**config.mk**
```make
export PLATFORM = sky130hd
export DESIGN_NAME = error_status_flags
export DESIGN_NICKNAME = d
export VERILOG_FILES = /design/src/inc/err_status_pkg.sv /design/src/design/rise_detect.sv /design/src/design/error_status_flags.sv
export SDC_FILE = /design/constraint.sdc
export NUM_CORES = 1
export LEC_CHECK = 0
export BUFFER_PORTS_ARGS = -buffer_cell sky130_fd_sc_hd__buf_2
export CORE_MARGIN = 10
export CORE_UTILIZATION = 41
export CTS_CLUSTER_DIAMETER = 100
export DETAILED_ROUTE_END_ITERATION = 7
export PLACE_DENSITY = 0.84
export SLEW_MARGIN = 25
export SYNTH_ARGS = -nofsm -noshare
export SYNTH_HDL_FRONTEND = slang
export SYNTH_SLANG_ARGS = --single-unit
```
**constraint.sdc**
```tcl
create_clock -name sys_clk -period 2.9 [get_ports sys_clk]
set_input_delay 0.29 -clock sys_clk [delete_from_list [all_inputs] [get_ports sys_clk]]
set_output_delay 0.29 -clock sys_clk [all_outputs]
set_load 0.005 [all_outputs]
```
**src/inc/err_status_pkg.sv**
```systemverilog
// constants for the sticky error status register bank
// assumes a config-space access port on the device clock
// Overview of operation
// - one error message per cycle with any flag rise when per-flag and global enables allow
// - flags other than bit 11 set on their event regardless of message enables
// - flag holds until software writes one to it; that re-arms logging
// - bit 12 sets on graphics software event causing management interrupt
// - bit 11 sets on thermal trip only if a message is sent
// - no thermal message while thermal flag already set
// - later thermal trips while flag set may be dropped, not queued
// - bit 9 sets on locked access not mapping to dram
// - bit 8 sets when pending refresh count reaches 1024
// - bit 7 sets on dram throttling; reads 0 only after software clear
// - system errors go out as link messages, no dedicated pin
// - command enables at bits 12,11,9,8,7 gate the error message of the same-position flag
package err_status_pkg;
   localparam logic [7:0]  ERROR_STATUS_OFFSET = 8'hc8;
   localparam logic [15:0] ERROR_STATUS_RESET  = 16'h0000;
   localparam int          SWEVT_BIT           = 12;
   localparam int          THERMAL_BIT         = 11;
   localparam int          LOCK_BIT            = 9;
   localparam int          REFRESH_BIT         = 8;
   localparam int          THROTTLE_BIT        = 7;
   localparam logic [15:0] ERROR_STATUS_MASK   = 16'h1b80;
   localparam logic [10:0] REFRESH_TIMEOUT_CNT = 11'h400;
endpackage : err_status_pkg

```
**src/design/rise_detect.sv**
```systemverilog
// rising-edge detector for one flag, same clock domain
// assumes input is already synchronous to sys_clk
`timescale 1ns/10ps
module rise_detect (
   input  wire logic sys_clk,
   input  wire logic nrst,
   input  wire logic level,
   output logic      rise
);
   logic level_q;

   // remember last value
   always_ff @(posedge sys_clk) begin
      if (!nrst) begin
         level_q <= 1'b0;
      end else begin
         level_q <= level;
      end
   end

   assign rise = level & ~level_q;
endmodule : rise_detect

```
**src/design/error_status_flags.sv**
```systemverilog
// sticky error status register with error message generation
// assumes event inputs are one-cycle pulses on sys_clk and a
// config access port at byte offset error_status_offset
`timescale 1ns/10ps
module error_status_flags (
   input  wire logic        sys_clk,
   input  wire logic        nrst,
   input  wire logic [7:0]  cfg_addr,
   input  wire logic        cfg_wr,
   input  wire logic        cfg_rd,
   input  wire logic [15:0] cfg_wdata,
   output logic [15:0]      cfg_rdata,
   input  wire logic [15:0] error_command_enables,
   input  wire logic        pci_serr_enable,
   input  wire logic        gfx_sw_smi_event,
   input  wire logic        thermal_trip,
   input  wire logic        thermal_msg_enable,
   input  wire logic        nondram_lock_event,
   input  wire logic        refresh_enqueue,
   input  wire logic        refresh_dequeue,
   input  wire logic        dram_throttle_event,
   output logic             serr_msg,
   output logic             thermal_msg,
   output logic [15:0]      error_status
);
   logic [15:0] status_q;
   logic [15:0] status_d;
   logic [15:0] set_vec;
   logic [15:0] clr_vec;
   logic [10:0] refresh_cnt_q;
   logic        refresh_hit;
   logic        thermal_send;
   logic [15:0] rise_vec;
   logic        serr_q;
   logic        thermal_msg_q;
   logic [15:0] rdata_q;

   // thermal message only while flag clear; extra trips dropped
   assign thermal_send = thermal_trip & thermal_msg_enable
                       & ~status_q[err_status_pkg::THERMAL_BIT];

   // pending refresh counter, saturating at the timeout level
   always_ff @(posedge sys_clk) begin
      if (!nrst) begin
         refresh_cnt_q <= 11'h000;
      end else if (refresh_enqueue && !refresh_dequeue &&
                   refresh_cnt_q != err_status_pkg::REFRESH_TIMEOUT_CNT) begin
         refresh_cnt_q <= refresh_cnt_q + 11'h001;
      end else if (refresh_dequeue && !refresh_enqueue && refresh_cnt_q != 11'h000) begin
         refresh_cnt_q <= refresh_cnt_q - 11'h001;
      end
   end
   assign refresh_hit = (refresh_cnt_q == err_status_pkg::REFRESH_TIMEOUT_CNT);

   // event set vector, independent of enables except thermal_msg_enable on the thermal bit
   always_comb begin
      set_vec = 16'h0000;
      set_vec[err_status_pkg::SWEVT_BIT]    = gfx_sw_smi_event;
      set_vec[err_status_pkg::THERMAL_BIT]  = thermal_send;
      set_vec[err_status_pkg::LOCK_BIT]     = nondram_lock_event;
      set_vec[err_status_pkg::REFRESH_BIT]  = refresh_hit;
      set_vec[err_status_pkg::THROTTLE_BIT] = dram_throttle_event;
   end

   // write-one-to-clear on reserved-masked bits
   assign clr_vec = (cfg_wr && cfg_addr == err_status_pkg::ERROR_STATUS_OFFSET)
                    ? (cfg_wdata & err_status_pkg::ERROR_STATUS_MASK) : 16'h0000;

   // set wins over clear in the same cycle
   assign status_d = ((status_q & ~clr_vec) | set_vec) & err_status_pkg::ERROR_STATUS_MASK;

   always_ff @(posedge sys_clk) begin
      if (!nrst) begin
         status_q <= err_status_pkg::ERROR_STATUS_RESET;
      end else begin
         status_q <= status_d;
      end
   end

   // one detector per status bit, all 16 including reserved bits
   genvar gi;
   generate
      for (gi = 0; gi < 16; gi++) begin : g_rise
         rise_detect u_rise (
            .sys_clk (sys_clk),
            .nrst    (nrst),
            .level   (status_q[gi]),
            .rise    (rise_vec[gi])
         );
      end
   endgenerate

   // error message pulse on a gated flag rise, sent over the link
   always_ff @(posedge sys_clk) begin
      if (!nrst) begin
         serr_q <= 1'b0;
      end else begin
         serr_q <= pci_serr_enable &
                   (|(rise_vec & error_command_enables & err_status_pkg::ERROR_STATUS_MASK));
      end
   end

   // thermal interrupt message, aligned with flag set
   always_ff @(posedge sys_clk) begin
      if (!nrst) begin
         thermal_msg_q <= 1'b0;
      end else begin
         thermal_msg_q <= thermal_send;
      end
   end

   // read data register
   always_ff @(posedge sys_clk) begin
      if (!nrst) begin
         rdata_q <= 16'h0000;
      end else if (cfg_rd && cfg_addr == err_status_pkg::ERROR_STATUS_OFFSET) begin
         rdata_q <= status_q;
      end else begin
         rdata_q <= 16'h0000;
      end
   end

   assign cfg_rdata    = rdata_q;
   assign serr_msg     = serr_q;
   assign thermal_msg  = thermal_msg_q;
   assign error_status = status_q;

   // message goes out one cycle after a gated flag rise
   a_serr_on_rise: assert property (@(posedge sys_clk) disable iff (!nrst)
      (status_q[err_status_pkg::LOCK_BIT] && !$past(status_q[err_status_pkg::LOCK_BIT])
       && error_command_enables[err_status_pkg::LOCK_BIT] && pci_serr_enable)
      |=> serr_msg)
      else $error("missing error message");
   a_serr_thermal: assert property (@(posedge sys_clk) disable iff (!nrst)
      ($rose(status_q[err_status_pkg::THERMAL_BIT]) && error_command_enables[err_status_pkg::THERMAL_BIT]
       && pci_serr_enable) |=> serr_msg)
      else $error("missing thermal error message");
   a_serr_refresh: assert property (@(posedge sys_clk) disable iff (!nrst)
      ($rose(status_q[err_status_pkg::REFRESH_BIT]) && error_command_enables[err_status_pkg::REFRESH_BIT]
       && pci_serr_enable) |=> serr_msg)
      else $error("missing refresh error message");
   a_serr_throttle: assert property (@(posedge sys_clk) disable iff (!nrst)
      ($rose(status_q[err_status_pkg::THROTTLE_BIT]) && error_command_enables[err_status_pkg::THROTTLE_BIT]
       && pci_serr_enable) |=> serr_msg)
      else $error("missing throttle error message");

   // no message without the global enable and a gated rise
   a_no_global: assert property (@(posedge sys_clk) disable iff (!nrst)
      !pci_serr_enable |=> !serr_msg)
      else $error("message without global enable");
   a_serr_cause: assert property (@(posedge sys_clk) disable iff (!nrst)
      serr_msg |-> $past(pci_serr_enable)
      && (|($past(status_q) & ~$past(status_q, 2) & $past(error_command_enables)
            & err_status_pkg::ERROR_STATUS_MASK)))
      else $error("message without flag rise");

   // each event sets its flag whatever the enables
   a_lock_sets: assert property (@(posedge sys_clk) disable iff (!nrst)
      nondram_lock_event |=> status_q[err_status_pkg::LOCK_BIT])
      else $error("lock flag not set");
   a_swevt_sets: assert property (@(posedge sys_clk) disable iff (!nrst)
      gfx_sw_smi_event |=> status_q[err_status_pkg::SWEVT_BIT])
      else $error("sw flag not set");
   a_throttle_sets: assert property (@(posedge sys_clk) disable iff (!nrst)
      dram_throttle_event |=> status_q[err_status_pkg::THROTTLE_BIT])
      else $error("throttle flag");
   a_refresh_sets: assert property (@(posedge sys_clk) disable iff (!nrst)
      (refresh_cnt_q == err_status_pkg::REFRESH_TIMEOUT_CNT) |=> status_q[err_status_pkg::REFRESH_BIT])
      else $error("refresh flag");

   // a flag only rises after its own cause
   a_lock_cause: assert property (@(posedge sys_clk) disable iff (!nrst)
      $rose(status_q[err_status_pkg::LOCK_BIT]) |-> $past(nondram_lock_event))
      else $error("lock flag without event");
   a_swevt_cause: assert property (@(posedge sys_clk) disable iff (!nrst)
      $rose(status_q[err_status_pkg::SWEVT_BIT]) |-> $past(gfx_sw_smi_event))
      else $error("sw flag without event");
   a_throttle_cause: assert property (@(posedge sys_clk) disable iff (!nrst)
      $rose(status_q[err_status_pkg::THROTTLE_BIT]) |-> $past(dram_throttle_event))
      else $error("throttle flag without event");
   a_refresh_cause: assert property (@(posedge sys_clk) disable iff (!nrst)
      $rose(status_q[err_status_pkg::REFRESH_BIT])
      |-> $past(refresh_cnt_q == err_status_pkg::REFRESH_TIMEOUT_CNT))
      else $error("refresh flag below limit");

   // thermal flag and message follow an enabled trip while clear
   a_thermal_quiet: assert property (@(posedge sys_clk) disable iff (!nrst)
      status_q[err_status_pkg::THERMAL_BIT] |=> !thermal_msg)
      else $error("thermal msg while set");
   a_thermal_cause: assert property (@(posedge sys_clk) disable iff (!nrst)
      (!$past(status_q[err_status_pkg::THERMAL_BIT]) && status_q[err_status_pkg::THERMAL_BIT])
      |-> thermal_msg)
      else $error("thermal flag without message");
   a_thermal_enable: assert property (@(posedge sys_clk) disable iff (!nrst)
      thermal_msg |-> $past(thermal_trip && thermal_msg_enable
                            && !status_q[err_status_pkg::THERMAL_BIT]))
      else $error("thermal message without enabled trip");
   a_thermal_sets: assert property (@(posedge sys_clk) disable iff (!nrst)
      (thermal_trip && thermal_msg_enable && !status_q[err_status_pkg::THERMAL_BIT])
      |=> (status_q[err_status_pkg::THERMAL_BIT] && thermal_msg))
      else $error("enabled trip not logged");
   a_thermal_refused: assert property (@(posedge sys_clk) disable iff (!nrst)
      (!status_q[err_status_pkg::THERMAL_BIT] && !(thermal_trip && thermal_msg_enable))
      |=> !status_q[err_status_pkg::THERMAL_BIT])
      else $error("thermal flag without enabled trip");

   // write one to clear, otherwise flags hold
   a_sticky_hold: assert property (@(posedge sys_clk) disable iff (!nrst)
      (status_q[err_status_pkg::THROTTLE_BIT] && !clr_vec[err_status_pkg::THROTTLE_BIT])
      |=> status_q[err_status_pkg::THROTTLE_BIT])
      else $error("flag lost");
   a_w1c_clears: assert property (@(posedge sys_clk) disable iff (!nrst)
      (clr_vec[err_status_pkg::SWEVT_BIT] && !gfx_sw_smi_event)
      |=> !status_q[err_status_pkg::SWEVT_BIT])
      else $error("clear failed");
   a_lock_clears: assert property (@(posedge sys_clk) disable iff (!nrst)
      (cfg_wr && cfg_addr == err_status_pkg::ERROR_STATUS_OFFSET
       && cfg_wdata[err_status_pkg::LOCK_BIT] && !nondram_lock_event)
      |=> !status_q[err_status_pkg::LOCK_BIT])
      else $error("lock flag not cleared");
   a_other_addr: assert property (@(posedge sys_clk) disable iff (!nrst)
      (cfg_wr && cfg_addr != err_status_pkg::ERROR_STATUS_OFFSET && status_q[err_status_pkg::LOCK_BIT])
      |=> status_q[err_status_pkg::LOCK_BIT])
      else $error("flag cleared by other address");

   // reserved bits stay zero, read data shows the flags
   a_reserved_zero: assert property (@(posedge sys_clk) disable iff (!nrst)
      (status_q & ~err_status_pkg::ERROR_STATUS_MASK) == 16'h0000)
      else $error("reserved bit set");
   a_rdata_value: assert property (@(posedge sys_clk) disable iff (!nrst)
      (cfg_rd && cfg_addr == err_status_pkg::ERROR_STATUS_OFFSET) |=> cfg_rdata == $past(status_q))
      else $error("read data differs from flags");
   a_rdata_idle: assert property (@(posedge sys_clk) disable iff (!nrst)
      !(cfg_rd && cfg_addr == err_status_pkg::ERROR_STATUS_OFFSET) |=> cfg_rdata == 16'h0000)
      else $error("read data outside a read");

   // pending refresh counter never passes the timeout level
   a_refresh_bound: assert property (@(posedge sys_clk) disable iff (!nrst)
      refresh_cnt_q <= err_status_pkg::REFRESH_TIMEOUT_CNT)
      else $error("refresh count above limit");
   a_refresh_hold: assert property (@(posedge sys_clk) disable iff (!nrst)
      (refresh_cnt_q == err_status_pkg::REFRESH_TIMEOUT_CNT && !refresh_dequeue)
      |=> refresh_cnt_q == err_status_pkg::REFRESH_TIMEOUT_CNT)
      else $error("refresh count left the limit");
endmodule : error_status_flags

```
; After elaboration in Yosys (flattened, before gate mapping)
; Cells that the tools add are included.
[op_classes]
n_bitwise = 34
mux = 3
n_reduce_logical = 12
add_sub_neg = 2
n_eq_ne = 3
[ops]
columns = cell, n
row1 = bitwise AND 13 bit, 2
row2 = two-way mux 11 bit, 2
row3 = inverter 1 bit, 14
row4 = two-way mux 13 bit, 1
row5 = inverter 13 bit, 1
row6 = OR 13 bit, 1
row7 = "adder 11 x 1 -> 11 bit, second input constant", 1
row8 = "== test 11 bit, second input constant", 1
row9 = "inequality test 11 bit, second input constant", 1
row10 = nonzero test 11 bit, 1
row11 = "subtractor 11 x 1 -> 11 bit, second input constant", 1
row12 = bitwise AND 1 bit, 8
row13 = "bitwise AND 1 bit, first input constant", 8
row14 = "== test 8 bit, second input constant", 1
row15 = logical AND 1 bit, 6
row16 = OR reduction 5 bit, 1
row17 = logical NOT 1 bit, 2
row18 = AND reduction 2 bit, 1
row19 = nonzero test 2 bit, 1
[word_totals]
elab_cells = 72
regBits = 47

; Longest topological paths before layout
[logic_depth]
word_depth = 6
depth_mapped = 12
depth_no_buf = 11

; Hierarchy
; From an unflattened synthesis, not the netlist that was laid out.
[unflattened]
hier_cells = 173
hier_area_um2 = 1670.4
[by_module_without_submodules]
columns = mod, instances, area_each_um2, seq_area_each_um2, cells_per_inst
row1 = error_status_flags, 1, 1470.2, 460.4, 158
row2 = rise_detect, 5, 40.0, 20.0, 3

; Least setup slack after synthesis
; OpenSTA, ideal clock, no wires.
[synth_path]
kind = reg-to-reg
startpoint = reg refresh_cnt_q[4]
endpoint = reg refresh_cnt_q[7]
stages_incl_launch_ff = 12
slack_ns = 0.108
setup_time_ns = 0.117
synth_period_minus_slack_ns = 2.792
arrival_ns = 2.675
path_cell_list = dfxtp_1 > nor4_2 > and4_1 > nand2_2 > nand2_1 > ha_1 > a21o_1 > a311o_1 > or3_1 > a31oi_1 > xor2_1 > o21ai_1
[synth_between]
elab_chain_len = 3
elab_cells_between_ends = 9
cone_classes = 2 x add/sub / 1 x eq/ne / 2 x mux / 4 x reduce/logical
[synth_rtl]
columns = element, line
row1 = "start, declared", error_status_flags.sv:30  ; logic [10:0] refresh_cnt_q;
row2 = "start signal, assigned", error_status_flags.sv:48  ; refresh_cnt_q <= refresh_cnt_q + 11'h001;
row3 = "start signal, assigned", error_status_flags.sv:50  ; refresh_cnt_q <= refresh_cnt_q - 11'h001;
row4 = "subtractor 11 x 1 -> 11 bit, or another cell as far along", error_status_flags.sv:50
row5 = "two-way mux 11 bit, or another cell as far along", error_status_flags.sv:49  ; end else if (refresh_dequeue && !refresh_enqueue && refresh_cnt_q != 11'h000) begin
row6 = two-way mux 11 bit or nonzero test 2 bit (tied branches), n/a
; Parallel ways exist; a longest one is shown, timed or not. The select of a mux whose other input is x is not followed.
; A chain may end at the register's enable or synchronous reset.

; Worst setup path in the final report
[layout_path]
startpoint = reg refresh_cnt_q[7]
endpoint = reg refresh_cnt_q[7]
; Same word-level chain as after synthesis.

==> Implementation_results.wiki <==
{| class="wikitable"
! Metric !! Value
|-
| Launching element of the worst setup path || refresh_cnt_q[7]
|-
| Total via count in the routed design || 1347
|-
| Final Max Tran Viols || 0
|-
| Fill cell count || 370
|-
| Final core utilization || 49.1%
|-
| Commonest non-fill, non-tap cell in the layout || buf_2
|-
| Number of iterations in the first detailed-routing pass || 4
|-
| Initial cell density of the core || 42.3%
|-
| Worst reg-to-reg setup slack || between 0.1 and 0.15 ns
|-
| Placeable core area || 4000 um2
|-
| Crit path required time || just over 3 ns
|-
| Commonest cells after routing, fill and taps aside || buf_2 (41), dfxtp_1 (27), conb_1 (22)
|-
| Number of unique standard cell types used by synthesis || 44
|-
| Final critical-path share of the clock period || 96.5%
|-
| Sequential fraction of the synthesis area || roughly 33%
|-
| Area of the mapped netlist || 1690 um2
|-
| Area of all sequential standard cells || 562 um2
|-
| CTS Root Buffer Type || clkbuf_8
|-
| Critical path peak fanout || 4
|-
| Depth of the most critical reg-to-reg path || 11
|-
| Worst hold slack || between 0.2 and 0.25 ns
|-
| H-tree lvl count || 1
|-
| Multi-input combinational cell area || 985 um2
|-
| Ys async rst share || 0%
|-
| Layout Area Growth over Synthesis || 16.1%
|-
| Post-detailed-placement cell area || roughly 1900 um2
|-
| Iteration-0 DRC Markers || 86
|-
| Core Rows || 23
|-
| CP Launch Type || flip-flop
|-
| CTS tree || built
|-
| Cts bufs inserted || 3
|-
| End point of the critical path || refresh_cnt_q[7]
|-
| GR Util All Layers || 9.75%
|-
| Total setup violations reported at the end of the flow || 0
|-
| Number of hold-slack violations in the final timing report || 0
|-
| Cell area power density || 975 nW/um2
|-
| Count of warnings emitted by yosys || 0
|-
| Primary flip-flop cell chosen by synthesis mapping || dfxtp_1
|-
| Peak supply drop || 0.000294 V
|-
| Flip-flop and latch count after synthesis || 28
|-
| Number of nets in the layout || 291
|-
| Routed Antenna Nets || 0
|-
| Wire length per cell after detailed routing || 13.6 um
|-
| Fmax || 0.357 GHz
|-
| Number of clock sinks || 28
|-
| First-pass GRT wire length || 6.02 mm
|-
| Final setup slack of the worst path || 0.102 ns
|-
| IO Count || 86
|-
| Post-layout instance area || 1960 um2
|-
| Endpoint of the worst-slack reg-to-reg timing path || refresh_cnt_q[7]
|-
| Remaining design rule violation count || 0
|-
| Clock edge transition at the registers on the reported setup and hold paths || 0.10 ns
|-
| Diodes inserted || 0
|-
| Synthesized netlist cell count || 185
|-
| Via count of the first global-routing pass || 1419
|-
| Source-to-sink clock delay at the later pin of the worst-skew pair || 0.28 ns
|-
| Avg Inst Size Synth || 9.14 um2
|-
| Worst Clk Skew || 0.00279 ns
|-
| Die outline height || 84.2 um
|-
| Launching point of the worst reg2reg path || refresh_cnt_q[7]
|-
| Share of layout cells above drive strength 1 || 27.2%
|-
| Port Buffers || 41
|-
| Start-to-end type of the worst setup path || flip-flop to flip-flop
|-
| Number of enable flip-flop cells after synthesis || 0
|-
| Overall routed net length || 3.79 mm
|-
| Detailed placer's ending HPWL || 2.95 mm
|-
| Clock Path Buffers || 2
|-
| Final GP Congestion || 0.799
|-
| Arrival time worst endpoint || 2.98 ns
|-
| Max-cap violations || 0
|-
| Die ar. || a little over 7000 um2
|-
| Final critical delay including setup and external delays || 2.80 ns
|-
| Pre-CTS setup slack || 0.105 ns
|-
| Leakage || 0.937 nW
|-
| Maximum number of pins on one net before global-route repair || 27
|-
| Endpoint class of the critical path || flip-flop
|-
| Number of antenna violations at the first check in global routing || 0
|-
| Overflow after GRT || 0
|-
| Width of the chip || 84.2 um
|-
| Number of vias per cell || ~4.8
|-
| Result of the run || finished clean
|-
| Class of the worst hold path || primary input to flip-flop
|}
-- layout make-up --
type | count | area share, %
tap | 50 | 3.18
clock inverter | 1 | 1.53
multi-input combinational | 142 | 50.1
timing repair buffer | 49 | 13.5
clock buffer | 3 | 2.10
inverter | 5 | 0.955
sequential | 28 | 28.6
-- where the power goes --
group	switching, mW	internal, mW
Combinational	0.497	0.540
Clock	0.130	0.185
Sequential	0.0944	0.469
Total	0.721	1.19
-- synth_stat cells, types with 2 or more instances --
cell type | number | area share (%)
mux2i_1 | 6 | 3.6
inv_1 | 5 | 1.1
o21ai_0 | 3 | 0.89
nand3_1 | 6 | 1.8
a21oi_1 | 9 | 2.7
nand3b_1 | 3 | 1.3
and2_1 | 9 | 3.3
buf_4 | 27 | 12
xor2_1 | 2 | 1.0
clkbuf_1 | 3 | 0.67
nand2b_1 | 3 | 1.1
nand2_1 | 10 | 2.2
a21o_1 | 3 | 1.3
a31oi_1 | 4 | 1.5
dfxtp_1 | 28 | 33
and3_1 | 2 | 0.74
nor2_1 | 10 | 2.2
nor2b_1 | 9 | 3.3
nand4_1 | 2 | 0.74
o21a_1 | 3 | 1.3
xnor2_1 | 6 | 3.1
a311o_1 | 2 | 1.2
ha_1 | 9 | 6.7
-- through the flow --
step,TNS (ns),instances,power [mW]
after global placement,0,273,1.47
after floorplan,0,206,1.31
after global routing,-0.0852,278,2.05
final,0,278,1.92
after detailed placement,0,273,1.51
after CTS,0,277,1.83
-- registers in the layout, indices dropped and copies added, names as in the netlist --
signal	count
refresh_cnt_q	11
cfg_rdata	5
error_status	5
g_rise.u_rise.level_q	5
serr_msg	1
thermal_msg	1
-- per-layer routing --
metal / global-route usage (%) / share of wire, %
met5: 0 / 0
met4: 5.48 / 2.6
met3: 1.74 / 4.4
met1: 9.57 / 39
met2: 18.6 / 53
-- how the worst min path moves through the flow --
stage                         from               end  slack [ns]  cells past startpoint
2_1_floorplan      pci_serr_enable          serr_msg        0.41                      2
3_3_place_gp       error_status[8]      cfg_rdata[8]        0.45                      2
3_5_place_dp       error_status[8]      cfg_rdata[8]        0.46                      2
4_1_cts        dram_throttle_event   error_status[7]        0.22                      2
5_1_grt           gfx_sw_smi_event  error_status[12]        0.22                      2
6_report       dram_throttle_event   error_status[7]        0.21                      2
-- timing repair --
action | CTS | global route
setup endpoints to repair | 0 | 4
hold buffers | 0 | 0
buffers inserted | 0 | 1
resized for setup | 0 | 5
hold endpoints to repair | 0 | 0
-- worst max-delay path, stage by stage (launching register included) --
cell and delay [ns]:
dfxtp_2 0.36, nor4_4 0.30, and4_1 0.27, nand2_2 0.08, nand2_2 0.10, ha_1 0.24
a21o_1 0.19, a311o_1 0.39, or3_1 0.33, a31oi_2 0.21, xor2_1 0.16, o21ai_1 0.07
-- kinds of logic after synthesis --
family                     after synthesis  synth area share, %
AOI/OAI and AO/OA                       31                 13.1
other                                    1                0.222
xor gates and xnor gates                 8                 4.14
DFF                                     28                 33.1
adders and majority gates               10                 7.84
muxes                                    7                 4.88
and+or+nand+nor                         64                 22.0
buffers and inverters                   36                 14.6
No activity file was read; power rests on OpenSTA's default activity.
